**src/design/dpc_pkg.sv**
```systemverilog
// constants and types for the dac path control register bank
//
// Summary of operation
// - bit 15 inverts the converter output sign
// - bit 14 picks third or fifth shaper
// - bit 13 mixes before or after processing
// - bit 12 enables the mixer
// - bits 11:10 pick channel 2 source
// - bits 9:8 pick channel 1 source
// - source codes; change only while mixer enabled
// - mixer off: ch1 0 dB, ch2 muted
// - bit 7 forces silence switch on
// - bit 6 enables the quiet detector
// - bits 5:4 pick zero-sample count threshold
// - bit 3 picks normal or resonant bass
// - bit 2 puts mixer in bypass
// - ratio 00: single speed, mixing allowed when mixer enabled
// - ratio 01: double speed, no mixing, volume ok
// - ratio 10: quad, no mixing/volume; 11 reserved
package dpc_pkg;

  // register map, byte addresses
  localparam logic [7:0] DPC_OFS_CTRL = 8'h14;
  localparam logic [7:0] DPC_OFS_STAT = 8'h18;
  localparam logic [15:0] DPC_CTRL_RESET = 16'h4D00;

  // control field positions
  localparam int DPC_B_SIGN = 15;
  localparam int DPC_B_SHAPER = 14;
  localparam int DPC_B_MIXPOS = 13;
  localparam int DPC_B_MIXEN = 12;
  localparam int DPC_B_RSRC = 10;
  localparam int DPC_B_LSRC = 8;
  localparam int DPC_B_FORCE = 7;
  localparam int DPC_B_QEN = 6;
  localparam int DPC_B_QTHR = 4;
  localparam int DPC_B_BASS = 3;
  localparam int DPC_B_BYPASS = 2;
  localparam int DPC_B_RATIO = 0;

  // status field positions
  localparam int DPC_S_QUIET = 0;
  localparam int DPC_S_SWITCH = 1;
  localparam int DPC_S_LSRC = 2;
  localparam int DPC_S_RSRC = 4;
  localparam int DPC_S_MIXOK = 6;
  localparam int DPC_S_VOLOK = 7;

  // source selector codes
  localparam logic [1:0] DPC_SRC_ADC = 2'h0;
  localparam logic [1:0] DPC_SRC_SERIAL = 2'h1;
  localparam logic [1:0] DPC_SRC_IEC = 2'h2;
  localparam logic [1:0] DPC_SRC_SERIAL_ALT = 2'h3;

  // input rate ratio codes
  localparam logic [1:0] DPC_RATIO_SINGLE = 2'h0;
  localparam logic [1:0] DPC_RATIO_DOUBLE = 2'h1;
  localparam logic [1:0] DPC_RATIO_QUAD = 2'h2;
  localparam logic [1:0] DPC_RATIO_RSVD = 2'h3;

  // zero-sample thresholds (3200, 4800, 9600, 19200)
  localparam int DPC_CNT_W = 15;
  localparam logic [14:0] DPC_QTHR_0 = 15'h0C80;
  localparam logic [14:0] DPC_QTHR_1 = 15'h12C0;
  localparam logic [14:0] DPC_QTHR_2 = 15'h2580;
  localparam logic [14:0] DPC_QTHR_3 = 15'h4B00;

  typedef enum logic [1:0] {
    DPC_ST_IDLE = 2'b01,
    DPC_ST_ACK = 2'b10
  } dpc_bus_state_e;

endpackage

```
**src/design/dpc_dac_path_control.sv**
```systemverilog
// dac path control register with avalon slave and quiet detector
`timescale 1ns/1ps
`default_nettype none
module dpc_dac_path_control
  import dpc_pkg::*;
#(
  parameter int SAMPLE_W = 24
) (
  // clock, reset, enable
  input wire logic clk_sys,
  input wire logic nrst,
  input wire logic ce,
  // avalon-mm slave
  input wire logic [7:0] avs_address,
  input wire logic avs_read,
  input wire logic avs_write,
  input wire logic [31:0] avs_writedata,
  input wire logic [3:0] avs_byteenable,
  output logic [31:0] avs_readdata,
  output logic avs_waitrequest,
  // sample stream watched by the quiet detector, and global mute for the silence switch
  input wire logic sample_valid,
  input wire logic [SAMPLE_W-1:0] sample_data,
  input wire logic global_mute_state,
  // path controls
  output logic output_sign_flip,
  output logic shaper_order_choice,
  output logic mix_after_processing,
  output logic mixer_enable,
  output logic [1:0] left_path_source,
  output logic [1:0] right_path_source,
  output logic left_volume_force_0db,
  output logic right_volume_force_mute,
  output logic bass_resonant,
  output logic mixer_bypass,
  output logic [1:0] input_rate_ratio,
  output logic mixing_allowed,
  output logic volume_allowed,
  // silence
  output logic quiet_detected,
  output logic silence_switch
);

  dpc_bus_state_e st_r, st_nxt;
  logic [15:0] ctrl_r, ctrl_nxt;
  logic [1:0] lsrc_r, rsrc_r;
  logic [DPC_CNT_W-1:0] cnt_r, cnt_nxt;
  logic quiet_r, quiet_nxt;

  // bus decode
  wire req = avs_read | avs_write;
  wire hit_ctrl = avs_address == DPC_OFS_CTRL;
  wire hit_stat = avs_address == DPC_OFS_STAT;
  wire commit = (st_r == DPC_ST_ACK) & req;
  wire wr_ctrl = commit & avs_write & hit_ctrl;

  always_comb begin
    case (st_r)
      DPC_ST_IDLE: st_nxt = req ? DPC_ST_ACK : DPC_ST_IDLE;
      DPC_ST_ACK: st_nxt = DPC_ST_IDLE;
      default: st_nxt = DPC_ST_IDLE;
    endcase
  end

  // byte lanes 0 and 1 carry the 16-bit register
  wire [15:0] wmerge = {avs_byteenable[1] ? avs_writedata[15:8] : ctrl_r[15:8],
                        avs_byteenable[0] ? avs_writedata[7:0] : ctrl_r[7:0]};
  // reserved ratio code keeps the previous ratio so the path never runs undefined
  wire ratio_rsvd = wmerge[DPC_B_RATIO+:2] == DPC_RATIO_RSVD;
  wire [1:0] ratio_keep = ctrl_r[DPC_B_RATIO+:2];
  assign ctrl_nxt = !wr_ctrl ? ctrl_r :
                    ratio_rsvd ? {wmerge[15:2], ratio_keep} : wmerge;

  // field views
  wire mix_en = ctrl_r[DPC_B_MIXEN];
  wire [1:0] ratio = ctrl_r[DPC_B_RATIO+:2];
  wire q_en = ctrl_r[DPC_B_QEN];
  wire [1:0] q_code = ctrl_r[DPC_B_QTHR+:2];
  wire [DPC_CNT_W-1:0] q_thr = (q_code == 2'h0) ? DPC_QTHR_0 :
                               (q_code == 2'h1) ? DPC_QTHR_1 :
                               (q_code == 2'h2) ? DPC_QTHR_2 : DPC_QTHR_3;

  // quiet detector: counts consecutive zero samples, saturates at threshold
  wire zero_smp = sample_data == '0;
  wire at_thr = cnt_r >= q_thr;
  assign cnt_nxt = !q_en ? '0 :
                   !sample_valid ? cnt_r :
                   !zero_smp ? '0 :
                   at_thr ? cnt_r : cnt_r + 1'b1;
  assign quiet_nxt = q_en & (cnt_nxt >= q_thr);

  // status word for reads
  wire [15:0] stat_word = {8'h00, volume_allowed, mixing_allowed, rsrc_r, lsrc_r,
                           silence_switch, quiet_r};
  wire [31:0] rd_word = hit_ctrl ? {16'h0000, ctrl_r} :
                        hit_stat ? {16'h0000, stat_word} : 32'h0000_0000;

  always_ff @(posedge clk_sys) begin
    if (!nrst) begin
      st_r <= DPC_ST_IDLE;
      avs_waitrequest <= 1'b1;
      avs_readdata <= 32'h0000_0000;
    end else if (ce) begin
      st_r <= st_nxt;
      avs_waitrequest <= !(st_nxt == DPC_ST_ACK);
      if (st_nxt == DPC_ST_ACK) begin
        avs_readdata <= avs_read ? rd_word : 32'h0000_0000;
      end
    end
  end

  always_ff @(posedge clk_sys) begin
    if (!nrst) begin
      ctrl_r <= DPC_CTRL_RESET;
      cnt_r <= '0;
      quiet_r <= 1'b0;
    end else if (ce) begin
      ctrl_r <= ctrl_nxt;
      cnt_r <= cnt_nxt;
      quiet_r <= quiet_nxt;
    end
  end

  // applied sources only follow the register while the mixer is enabled
  always_ff @(posedge clk_sys) begin
    if (!nrst) begin
      lsrc_r <= DPC_CTRL_RESET[DPC_B_LSRC+:2];
      rsrc_r <= DPC_CTRL_RESET[DPC_B_RSRC+:2];
    end else if (ce && mix_en) begin
      lsrc_r <= ctrl_r[DPC_B_LSRC+:2];
      rsrc_r <= ctrl_r[DPC_B_RSRC+:2];
    end
  end

  // registered path controls
  always_ff @(posedge clk_sys) begin
    if (!nrst) begin
      output_sign_flip <= 1'b0;
      shaper_order_choice <= 1'b0;
      mix_after_processing <= 1'b0;
      mixer_enable <= 1'b0;
      bass_resonant <= 1'b0;
      mixer_bypass <= 1'b0;
      input_rate_ratio <= DPC_RATIO_SINGLE;
    end else if (ce) begin
      output_sign_flip <= ctrl_r[DPC_B_SIGN];
      shaper_order_choice <= ctrl_r[DPC_B_SHAPER];
      mix_after_processing <= ctrl_r[DPC_B_MIXPOS];
      mixer_enable <= mix_en;
      bass_resonant <= ctrl_r[DPC_B_BASS];
      mixer_bypass <= ctrl_r[DPC_B_BYPASS];
      input_rate_ratio <= ratio;
    end
  end

  always_ff @(posedge clk_sys) begin
    if (!nrst) begin
      // match the applied sources so no change shows after reset with the mixer off
      left_path_source <= DPC_CTRL_RESET[DPC_B_LSRC+:2];
      right_path_source <= DPC_CTRL_RESET[DPC_B_RSRC+:2];
      left_volume_force_0db <= 1'b1;
      right_volume_force_mute <= 1'b1;
      mixing_allowed <= 1'b0;
      volume_allowed <= 1'b1;
      quiet_detected <= 1'b0;
      silence_switch <= 1'b0;
    end else if (ce) begin
      left_path_source <= lsrc_r;
      right_path_source <= rsrc_r;
      left_volume_force_0db <= !mix_en;
      right_volume_force_mute <= !mix_en;
      mixing_allowed <= mix_en && (ratio == DPC_RATIO_SINGLE);
      volume_allowed <= ratio != DPC_RATIO_QUAD;
      quiet_detected <= quiet_r;
      silence_switch <= ctrl_r[DPC_B_FORCE] | quiet_r | global_mute_state;
    end
  end

endmodule
`default_nettype wire

```
**config.mk**
```make
export PLATFORM = sky130hd
export DESIGN_NAME = dpc_dac_path_control
export DESIGN_NICKNAME = d
export VERILOG_FILES = /design/src/design/dpc_pkg.sv /design/src/design/dpc_dac_path_control.sv
export SDC_FILE = /design/constraint.sdc
export NUM_CORES = 1
export LEC_CHECK = 0
export ABC_CLOCK_PERIOD_IN_PS = 5200
export BUFFER_PORTS_ARGS = -buffer_cell sky130_fd_sc_hd__buf_2
export CAP_MARGIN = 20
export CORE_UTILIZATION = 52
export DETAILED_ROUTE_END_ITERATION = 10
export GPL_TIMING_DRIVEN = 0
export PLACE_DENSITY_LB_ADDON = 0.3
export SLEW_MARGIN = 20
export SYNTH_ARGS = -nofsm -noshare
export SYNTH_HDL_FRONTEND = slang
export SYNTH_SLANG_ARGS = --single-unit
```
**constraint.sdc**
```tcl
create_clock -name clk_sys -period 5.2 [get_ports clk_sys]
set_input_delay 0.52 -clock clk_sys [delete_from_list [all_inputs] [get_ports clk_sys]]
set_output_delay 0.52 -clock clk_sys [all_outputs]
set_load 0.01 [all_outputs]
```
-- After elaboration in Yosys (flattened, before gate mapping)
Index checks and enable logic that the tools add are counted.
- register bits after elaboration: 88
- latch bits: 0
- bits in writable memories: 0
- memory bits (read-only): 0
- input port bits: 75
- memories kept: 0
- add/subtract/negate cells: 1
- multipliers: 0
- divide/modulo/power cells: 0
- order comparisons: 2
- equal/unequal tests: 9
- shift operators: 0
- multiplexer cells: 14
- bitwise logic cells: 8
- reductions and logical operators: 10
- operators by type and width (cell ; count):
    2-to-1 mux 15 bit ; 7
    2-to-1 mux 16 bit ; 2
    >= comparator 15 bit ; 2
    logical NOT 24 bit ; 1
    2-to-1 mux 8 bit ; 3
    equality test 8 x 5 -> 1 bit, second input constant ; 2
    adder 15 x 1 -> 15 bit, second input constant ; 1
    equality test 2 bit, second input constant ; 4
    bitwise AND 1 bit ; 4
    equality test 2 x 1 -> 1 bit, second input constant ; 2
    logical NOT 2 bit ; 2
    2-to-1 mux 2 bit ; 2
    AND reduction 2 bit ; 2
    OR 1 bit ; 3
    AND reduction 3 bit ; 1
    logical AND 1 bit ; 2
    logical NOT 1 bit ; 2
    inequality test 2 bit, second input constant ; 1
    inverter 1 bit ; 1

-- Depth between registers and ports, before layout
Gate-level depths: netlist of the first run.
- depth in word-level cells: 11
- mapped depth: 23
- mapped depth without buffers: 22

-- Least setup slack after synthesis of the first run
OpenSTA, ideal clock, no wires.
- kind: register to register
- from: register ctrl_r[4]
- to: register quiet_r
- setup time: 0.067 ns
- data arrival time: 4.086 ns
- data required time: 5.133 ns
- path slack: 1.047 ns
- stages on the path, launching flop included: 24
- path buffers: 1
- clock period less this slack: 4.153 ns
- path through: dfxtp_1 inv_1 ha_1 buf_6 nor2_1 inv_1 ha_1 or4b_4 a2111oi_2 nand2b_1 nor3_1 and2b_2 nand4_1 xor2_1 nor2_1 ha_1 o21ai_0 nand2b_1 a21oi_1 nor2_1 nand2_1 a221oi_1 nand4_1 o21ai_2
- word-level cells in the longest chain between the ends: 11
- ends and longest elaborated chain (what ; line ; source):
    from (decl) ; dpc_dac_path_control.sv:45 ; logic [15:0] ctrl_r, ctrl_nxt;
    from (signal assigned) ; dpc_dac_path_control.sv:118 ; ctrl_r <= ctrl_nxt;
    equality test 2 bit ; dpc_dac_path_control.sv:81 ; (q_code == 2'h2) ? DPC_QTHR_2 : DPC_QTHR_3;
    2-to-1 mux 15 bit ; dpc_dac_path_control.sv:81 ;
    2-to-1 mux 15 bit ; dpc_dac_path_control.sv:80 ; (q_code == 2'h1) ? DPC_QTHR_1 :
    2-to-1 mux 15 bit (*) ; dpc_dac_path_control.sv:79 ; wire [DPC_CNT_W-1:0] q_thr = (q_code == 2'h0) ? DPC_QTHR_0 :
    >= comparator 15 bit (*) ; dpc_dac_path_control.sv:85 ; wire at_thr = cnt_r >= q_thr;
    2-to-1 mux 15 bit (*) ; dpc_dac_path_control.sv:89 ; at_thr ? cnt_r : cnt_r + 1'b1;
    2-to-1 mux 15 bit (*) ; dpc_dac_path_control.sv:88 ; !zero_smp ? '0 :
    2-to-1 mux 15 bit (*) ; dpc_dac_path_control.sv:87 ; !sample_valid ? cnt_r :
    2-to-1 mux 15 bit (*) ; dpc_dac_path_control.sv:86 ; assign cnt_nxt = !q_en ? '0 :
    via cnt_nxt[13] ; dpc_dac_path_control.sv:47 ; logic [DPC_CNT_W-1:0] cnt_r, cnt_nxt;
    >= comparator 15 bit (*) ; dpc_dac_path_control.sv:90 ; assign quiet_nxt = q_en & (cnt_nxt >= q_thr);
    bitwise AND 1 bit (*) ; dpc_dac_path_control.sv:90 ;
    to (signal assigned) ; dpc_dac_path_control.sv:120 ; quiet_r <= quiet_nxt;
    to (decl) ; dpc_dac_path_control.sv:48 ; logic quiet_r, quiet_nxt;
Mark *: on every way through the listed nets, which the timed path passes. The rest lies on a longest branch.
A chain may end at the register's enable or synchronous reset.

-- Worst setup path after layout of the first run
Ends and elaborated chain as after synthesis.

==> results of run 1 <==
## critical path: cells and delay by family, from the launching register on
family,cells,cell delay [ps]
and+or+nand+nor,11,1940
AOI/OAI and AO/OA,5,910
adders and majority gates,3,860
DFF,1,500
buffers and inverters,3,360
xor gates and xnor gates,1,180
## cell type report
type / instances / area, µm²
plain buffers: 38 / 216
repair buffers: 90 / 450
well taps: 99 / 124
clock inverters: 6 / 86.3
inverters: 10 / 37.5
fillers: 651 / 2490
flip-flops and latches: 71 / 1420
clock buffers: 9 / 124
multi-input cells: 360 / 2410
## cell families after synthesis
| family | count (synthesis) | synth area share [%] |
|---|---|---|
| flops | 71 | 35.3 |
| xor+xnor | 10 | 2.17 |
| fa+ha+maj | 24 | 7.45 |
| simple gates | 185 | 24.7 |
| other cells | 1 | 0.0931 |
| buf+inv | 48 | 6.30 |
| mux | 30 | 7.45 |
| compound gates | 95 | 16.6 |
## sequential cells by signal, summed over array words and instances (netlist names), 2 cells and up
signal and count:
ctrl_r 16, left_path_source 2, lsrc_r 2, rsrc_r 2, st_r 2, cnt_r 15, right_path_source 2, input_rate_ratio 2
avs_readdata 16
## metal layers
| metal | GRT usage [%] | part of all wire [%] | vias to the layer above |
|---|---|---|---|
| li1 | - | - | 1852 |
| met1 | 32.1 | 42 | 1738 |
| met2 | 46.6 | 51 | 128 |
| met3 | 4.06 | 5.8 | 18 |
| met4 | 10.8 | 1.4 | 0 |
| met5 | 0 | 0 | - |
## power by group through the flow
stage          registers [µW]  logic [µW]  clock network [µW]
4_1_cts                   548        81.1                 475
3_3_place_gp              561        79.4                   0
2_1_floorplan             561        44.4                   0
5_1_grt                   549        88.7                 499
3_5_place_dp              561        80.7                   0
6_report                  548        81.9                 470
## per-stage QoR
stage                     setup slack (ps)  hold WS [ps]  cell area (µm²)  utilization [%]
after detailed placement               485           458             4660             63.2
after global placement                 607           447             4660             63.2
after global routing                   102           383             4870             66.1
after CTS                              441           376             4870             66.1
final                                  405           385             4870             66.1
after floorplan                       1050           456             4090                -
## how the worst min path moves through the flow
stage / slack (ps) / endpoint / startpoint / cells past startpoint
after floorplan: 460 / lsrc_r[1] / lsrc_r[1] / 2
after detailed placement: 460 / right_path_source[0] / right_path_source[0] / 2
after CTS: 380 / ctrl_r[8] / avs_writedata[8] / 3
final: 380 / ctrl_r[8] / avs_writedata[8] / 3
after global routing: 380 / ctrl_r[14] / avs_writedata[14] / 3
after global placement: 450 / avs_readdata[3] / avs_readdata[3] / 2
## Yosys cell counts (3+ instances only)
cell type,count
sky130_fd_sc_hd__nand3_1,15
sky130_fd_sc_hd__nor2_1,22
sky130_fd_sc_hd__nand2_1,53
sky130_fd_sc_hd__a21oi_1,17
sky130_fd_sc_hd__nand4_1,10
sky130_fd_sc_hd__buf_4,17
sky130_fd_sc_hd__clkbuf_1,16
sky130_fd_sc_hd__ha_1,24
sky130_fd_sc_hd__nand2b_1,3
sky130_fd_sc_hd__nor4_1,4
sky130_fd_sc_hd__o21a_1,9
sky130_fd_sc_hd__inv_1,9
sky130_fd_sc_hd__xor2_1,6
sky130_fd_sc_hd__o21ai_0,11
sky130_fd_sc_hd__nand3b_1,4
sky130_fd_sc_hd__nor4b_1,4
sky130_fd_sc_hd__xnor2_1,4
sky130_fd_sc_hd__a21boi_0,17
sky130_fd_sc_hd__nor2b_1,35
sky130_fd_sc_hd__o211ai_1,3
sky130_fd_sc_hd__dfxtp_1,71
sky130_fd_sc_hd__nor3_1,13
sky130_fd_sc_hd__nand4b_1,3
sky130_fd_sc_hd__a22oi_1,18
sky130_fd_sc_hd__mux2i_1,30
==> metrics.csv, run 1 <==
metric,value,unit
outcome,completed,
synthesis.area,4030,µm²
finalHoldViolations,0,
achievable-frequency,209,MHz
post-synth-top-area-fraction,35.3,%
cts_num_sinks,71,
grt_antenna_before_repair,0,
critical_path.max_fanout,9,
synth.top_cells.by_area,"sky130_fd_sc_hd__dfxtp_1, sky130_fd_sc_hd__ha_1, sky130_fd_sc_hd__mux2i_1",
die_w,90.0,µm
p_leak,0.00212,µW
synthesis_stage_register_bit_count,71,
count_of_buffers_added_by_post_cts_timing_repair_for_setup,0,
final_period_minus_worst_setup_slack,4790,ps
number_of_ports_placed_on_the_die_boundary,126,
drt-pass1-iter-count,5,
power.share.clock,42.7,%
r2r-end,quiet_r,
area_growth,21.0,%
min-delay-path-class,in2reg,
cts_buffers,9,
synth_async_sr_flop_share,0,%
placedCellCount,668,
drt_first_iter_violations,277,
avgViaCountPerCell,5.47,
core_region_area,7370,µm²
mostFrequentLayoutCell,sky130_fd_sc_hd__buf_2,
critical_path.reg2reg.startpoint,ctrl_r[4],
finish.cell_count_without_fillers,683,
finalClockSkew,9.74,ps
port-buffer-count,90,
sequentialPowerShare,49.8,%
ctsHtreeMaxLevel,3,
hold_buffer_count_at_cts,0,
ctsRootBufferMaster,sky130_fd_sc_hd__clkbuf_8,
netlist_instances,464,
grt_pass1_vias,3698,
die_footprint,8100,µm²
yosys_warnings,0,
crit_path_end_kind,flop,
slew_margin_rel,46.6,%
path_clk_slew,80,ps
start_util,54.7,%
totalNegativeSetupSlack,0,ps
crit_path_start,ctrl_r[4],
largest_net_degree_at_the_start_of_global_routing,13,
element_type_at_the_critical_path_start,flop,
timing_max_transition_violations_final,0,
cell_internal_pwr,850,µW
grt_pass1_wl,17400,µm
regToRegSetupSlack,410,ps
final_nets,679,
synth_seq_area_share,35.3,%
tightest_pin_transition,792,ps
synth_enable_flop_cells,0,
vdd_ir_drop_max,0.245,mV
cp_data_arrival_time,5080,ps
timing.critical_path.slowest_cell_delay,500,ps
yosysUniqueCellTypes,59,
max_cap_violations,0,
power.total,1100,µW
power_per_cell_area,226,nW/µm²
finalCritPeriodShare,92.2,%
switchingPower,250,µW
tritoncts_clock_tree,built,
timing.setup.critical_path_class,reg2reg,
final_layout_size_suffix_gt1_share,24.3,%
worst-r2r-cell-count,23,
num_vias,3736,
setup_repair_after_global_routing_missed_its_margin,false,
critPathRequiredTime,5490,ps
synth_area_per_cell,8.68,µm²
combinationalPowerShare,7.4,%
commonest_non_fill_non_tap_cells_in_the_layout,"sky130_fd_sc_hd__buf_2, sky130_fd_sc_hd__dfxtp_1, sky130_fd_sc_hd__nand2_1, sky130_fd_sc_hd__nor2b_1, sky130_fd_sc_hd__mux2i_1",
dp.final_hpwl,7930,µm
ctsLongestPathBuffers,2,
flip_flop_cell_with_the_highest_count_after_synthesis,sky130_fd_sc_hd__dfxtp_1,
clk_latency,340,ps
final-setup-viol-count,0,
antennaDiodeCount,0,
critical_path.cell_chain,"inv_1, ha_1, buf_6, nor2_1, inv_1, ha_1, or4b_4, a2111oi_2, nand2b_1, nor3_1, and2b_2, nand4_1, xor2_1, nor2_1, ha_1, o21ai_0, nand2b_1, a21oi_1, nor2_1, nand2_1, a221oi_1, nand4_1, o21ai_2",
post_cts_resized,0,
antenna_violating_nets_remaining,0,
remaining_drc_errors,0,
cp_slowest_cell,sky130_fd_sc_hd__dfxtp_1,
die_height,90.0,µm
end_point_of_the_critical_path,quiet_r,
post_drt_wl_per_cell,15.3,µm
globalplace.congestion,0.872,
synth_largest_area_cell,sky130_fd_sc_hd__dfxtp_1,
postRouteWirelength,10400,µm
placement_rows,31,
grt-ovfl-total,0,
groute.usage.overall,26.5,%
netSwitchingFraction,22.7,%
No activity file was read; power rests on OpenSTA's default activity.
==> run 2: changes to the inputs <==
- ABC_CLOCK_PERIOD_IN_PS: 5200 -> 6000
- CORE_UTILIZATION: 52 -> 56
- PLACE_DENSITY: not set -> 0.86
- PLACE_DENSITY_LB_ADDON: 0.3 -> not set
- clock period: 5.2 -> 6 ns (I/O delays scaled with it)
==> metrics.csv, run 2 (synthesis gave the netlist of run 1 again) <==
metric,value,unit
post_cts_resized,0,
hold_path_startpoint,avs_writedata[8],
timing.critical_path.slowest_cell_delay,500,ps
globalplace.congestion,0.927,
finalClockSkew,9.38,ps
hold_buffer_count_at_cts,0,
p_leak,0.00214,µW
grt_pass1_wl,17600,µm
r2r-end,quiet_r,
cp_slowest_cell,sky130_fd_sc_hd__dfxtp_1,
tritoncts_clock_tree,built,
detailroute.wirelength.met3,692,µm
mostFrequentLayoutCell,sky130_fd_sc_hd__buf_2,
drt_first_iter_violations,203,
element_type_at_the_critical_path_start,flop,
final_period_minus_worst_setup_slack,4820,ps
dp.final_hpwl,8030,µm
die_w,86.8,µm
setup_repair_after_global_routing_missed_its_margin,false,
totalNegativeSetupSlack,0,ps
antennaDiodeCount,0,
die_footprint,7540,µm²
outcome,completed,
place_worst_setup_slack,1270,ps
port-buffer-count,90,
critical_path.reg2reg.startpoint,ctrl_r[5],
cp_data_arrival_time,5110,ps
remaining_drc_errors,0,
timing.setup.critical_path_class,reg2reg,
area_growth,21.9,%
core_region_area,6870,µm²
number_of_ports_placed_on_the_die_boundary,126,
finalHoldViolations,0,
cts_buffers,9,
ctsHtreeMaxLevel,3,
layout_setup_ws,1180,ps
max_cap_violations,0,
antenna_violating_nets_remaining,0,
ctsRootBufferMaster,sky130_fd_sc_hd__clkbuf_8,
tightest_pin_transition,1160,ps
crit_path_start,ctrl_r[5],
clk_latency,350,ps
crit_path_end_kind,flop,
drt-pass1-iter-count,6,
finalCritPeriodShare,80.3,%
placement_rows,30,
ctsLongestPathBuffers,2,
post_drt_wl_per_cell,16.1,µm
critical_path.max_fanout,8,
route.top_layer_used,met4,
count_of_buffers_added_by_post_cts_timing_repair_for_setup,0,
postRouteWirelength,10900,µm
min-delay-path-class,in2reg,
num_vias,3879,
regToRegSetupSlack,1180,ps
met2RoutedLength,5500,µm
worst-r2r-cell-count,22,
path_clk_slew,80,ps
largest_net_degree_at_the_start_of_global_routing,14,
final_nets,679,
power_per_cell_area,210,nW/µm²
wl_met1,4450,µm
slew_margin_rel,22.6,%
start_util,58.7,%
groute.usage.overall,30.3,%
grt-ovfl-total,0,
avgViaCountPerCell,5.70,
critPathRequiredTime,6290,ps
vdd_ir_drop_max,0.176,mV
critical_path.cell_chain,"inv_1, ha_1, nor2_1, inv_1, ha_1, or4b_4, a2111oi_2, nand2b_1, nor3_1, and2b_2, nand4_1, xor2_1, nor2_1, ha_1, o21ai_0, nand2b_1, a21oi_1, nor2_1, nand2_1, a221oi_1, nand4_1, o21ai_2",
commonest_non_fill_non_tap_cells_in_the_layout,"sky130_fd_sc_hd__buf_2, sky130_fd_sc_hd__dfxtp_1, sky130_fd_sc_hd__nand2_1, sky130_fd_sc_hd__nor2b_1, sky130_fd_sc_hd__mux2i_1",
final_layout_size_suffix_gt1_share,24.3,%
die_height,86.8,µm
end_point_of_the_critical_path,quiet_r,
grt_antenna_before_repair,0,
largest_registers,"avs_readdata: 16 flops, ctrl_r: 16 flops, cnt_r: 15 flops",
achievable-frequency,208,MHz
final-setup-viol-count,0,
cts_num_sinks,71,
grt_pass1_vias,3730,
timing_max_transition_violations_final,0,
-- run 2: cell count changes in the layout (fill, tap and decap cells not counted), sizes merged --
cell	delta
bufinv	+1
clkbuf	+1
clkinv	-1
clkinvlp	-1
inv	+1
-- run 2: worst min path at each step --
stage,endpoint,cells after the start
6_report,ctrl_r[8],3
5_1_grt,ctrl_r[8],3
4_1_cts,ctrl_r[8],3
3_5_place_dp,avs_readdata[0],2
3_3_place_gp,avs_readdata[2],2
2_1_floorplan,lsrc_r[1],2
-- run 2: area by class of cell --
class                      count  area, µm²
buffer                        38        216
fill                         534       1960
clock inverter                 6        116
clock buffer                  10        138
multi-input combinational    360       2410
timing repair buffer          90        450
tap                           96        120
sequential                    71       1420
inverter                      10       37.5
-- run 2: metrics by stage --
stage	hold slack [ps]	cells	cell area, µm²	total power [µW]	util, %
final	463	681	4910	1030	71.5
after global routing	475	681	4910	1050	71.5
after CTS	450	681	4910	1030	71.5
after detailed placement	456	665	4660	556	67.8
after global placement	447	665	4660	555	67.8
after floorplan	456	479	4090	525	-
-- run 2: worst max-delay path, delay by kind of cell, from the launching register on --
| kind | cells | cell delay, ps |
|---|---|---|
| flops | 1 | 500 |
| fa+ha+maj | 3 | 910 |
| compound gates | 5 | 900 |
| xor+xnor | 1 | 170 |
| buf+inv | 2 | 240 |
| simple gates | 11 | 2020 |
-- run 2: metal layers --
layer | up-vias | GRT usage, %
met3 | 29 | 5.24
li1 | 1855 | -
met1 | 1825 | 35.1
met2 | 170 | 53.4
met5 | - | 0
met4 | 0 | 15.5
-- run 2: power by group --
| group | leakage, µW | switching, µW | internal, µW |
|---|---|---|---|
| combinational | 0.00144 | 38.9 | 32.8 |
| clock | 0.000127 | 192 | 290 |
| sequential | 0.000573 | 1.99 | 473 |
| total | 0.00214 | 233 | 796 |
==> run 3: changes to the inputs <==
- ABC_CLOCK_PERIOD_IN_PS: 6000 -> 4460
- CORE_UTILIZATION: 56 -> 52
- PLACE_DENSITY: 0.86 -> 0.81
- clock period: 6 -> 4.46 ns (I/O delays scaled with it)
==> metrics.csv, run 3 (synthesis gave the netlist of run 1 again) <==
metric,value,unit
outcome,completed,
hold_path_startpoint,avs_writedata[14],
cp_slowest_cell,sky130_fd_sc_hd__or4b_4,
cts_buffers,9,
wl_met1,4420,µm
ctsLongestPathBuffers,2,
critPathRequiredTime,4690,ps
detailroute.wirelength.met3,779,µm
sequentialPowerShare,50.2,%
worst-r2r-cell-count,22,
final-setup-viol-count,0,
postRouteWirelength,11000,µm
largest_net_degree_at_the_start_of_global_routing,13,
grt_pass1_wl,17400,µm
p_leak,0.00214,µW
power_per_cell_area,254,nW/µm²
post-route-cell-area,4990,µm²
remaining_drc_errors,0,
commonest_non_fill_non_tap_cells_in_the_layout,"sky130_fd_sc_hd__buf_2, sky130_fd_sc_hd__dfxtp_1, sky130_fd_sc_hd__nand2_1, sky130_fd_sc_hd__nor2b_1, sky130_fd_sc_hd__mux2i_1",
max_cap_violations,0,
ctsHtreeMaxLevel,3,
finalCoreUtilization,67.8,%
antenna_violating_nets_remaining,0,
tritoncts_clock_tree,built,
placement_rows,31,
final_nets,683,
post_drt_wl_per_cell,16.0,µm
cell_internal_pwr,970,µW
finalCritPeriodShare,96.5,%
switchingPower,302,µW
ctsRootBufferMaster,sky130_fd_sc_hd__clkbuf_8,
die_footprint,8100,µm²
area_growth,24.0,%
final_period_minus_worst_setup_slack,4300,ps
vdd_ir_drop_max,0.238,mV
element_type_at_the_critical_path_start,flop,
drt-pass1-iter-count,5,
clk_latency,350,ps
crit_path_end_kind,flop,
power.share.clock,42.2,%
avgViaCountPerCell,5.70,
largest_registers,"avs_readdata: 16 flops, ctrl_r: 16 flops, cnt_r: 15 flops",
timing_max_transition_violations_final,0,
tightest_pin_transition,768,ps
r2r-end,quiet_r,
grt_pass1_vias,3660,
slew_margin_rel,48.5,%
die_height,90.0,µm
worst_path_dominant_cell_family,simple AND/OR/NAND/NOR gates,
timing.setup.critical_path_class,reg2reg,
dp.final_hpwl,7960,µm
critical_path.cell_chain,"inv_2, ha_2, buf_6, nor2_4, inv_2, ha_4, or4b_4, a2111oi_4, nand2b_4, nor3_4, nand2_1, xor2_1, nor2_1, ha_1, nor2b_1, o21a_1, o21a_1, o211ai_1, nand3b_1, a21bo_1, and3_1, o21ai_2",
hold_depth,3,
timing.critical_path.slowest_cell_delay,490,ps
mostFrequentLayoutCell,sky130_fd_sc_hd__buf_2,
min-delay-path-class,in2reg,
critical_path.reg2reg.startpoint,ctrl_r[4],
drt_first_iter_violations,267,
worstHoldEndpoint,ctrl_r[14],
number_of_ports_placed_on_the_die_boundary,126,
port-buffer-count,90,
grt_antenna_before_repair,0,
postPlaceCellArea,4660,µm²
combinationalPowerShare,7.6,%
critical_path.max_fanout,9,
hold_buffer_count_at_cts,0,
num_vias,3922,
met2RoutedLength,5390,µm
core_region_area,7370,µm²
die_w,90.0,µm
cts_num_sinks,71,
route.top_layer_used,met4,
groute.usage.overall,26.8,%
start_util,54.7,%
globalplace.congestion,0.961,
regToRegSetupSlack,160,ps
path_buf_inv,3,
grt-ovfl-total,0,
netSwitchingFraction,23.7,%
finalClockSkew,12.3,ps
final_layout_size_suffix_gt1_share,27.2,%
finalHoldViolations,0,
cp_data_arrival_time,4540,ps
path_clk_slew,80,ps
achievable-frequency,232,MHz
antennaDiodeCount,0,
totalNegativeSetupSlack,0,ps
## run 3: tightest hold or removal path, cell delays in order
cell and delay (ps):
sky130_fd_sc_hd__buf_2 70, sky130_fd_sc_hd__mux2i_1 50, sky130_fd_sc_hd__nand2_1 60
## run 3: metrics by stage
step	total power [µW]	instances	setup WS [ps]	hold slack [ps]
4_1_cts	1270	685	46.8	308
2_1_floorplan	706	479	307	456
5_1_grt	1300	688	-53.8	321
3_5_place_dp	749	668	-245	456
3_3_place_gp	746	668	-207	453
6_report	1270	688	158	310
## run 3: per-layer routing
layer / vias up / global-route usage (%)
li1: 1862 / -
met2: 202 / 47.6
met1: 1813 / 31.8
met3: 45 / 4.23
met4: 0 / 11.8
met5: - / 0
## run 3: power groups by stage
stage / Sequential, µW / Combinational [µW] / Clock, µW
after floorplan: 654 / 51.7 / 0
after global placement: 654 / 92.6 / 0
after detailed placement: 654 / 95.0 / 0
after CTS: 638 / 95.7 / 537
after global routing: 638 / 104 / 561
final: 638 / 97.1 / 536
## run 3: worst max-delay path by stage
stage / startpoint / to / depth (start not counted)
3_3_place_gp: ctrl_r[4] / quiet_r / 23
2_1_floorplan: ctrl_r[4] / quiet_r / 23
4_1_cts: ctrl_r[4] / quiet_r / 23
6_report: ctrl_r[4] / quiet_r / 22
5_1_grt: ctrl_r[4] / quiet_r / 23
3_5_place_dp: ctrl_r[4] / quiet_r / 23
## run 3: final cells by class
class,count,area (µm²)
Fill cell,581,2370
Buffer,38,216
Timing Repair Buffer,94,480
Inverter,10,37.5
Tap cell,99,124
Multi-Input combinational cell,360,2500
Sequential cell,71,1430
Clock buffer,12,155
Clock inverter,4,53.8
## run 3: timing repair
item	CTS	global route
gates resized for setup	6	15
setup endpoints to repair	1	1
gates cloned	0	0
pin swaps	2	7
setup buffers	1	3
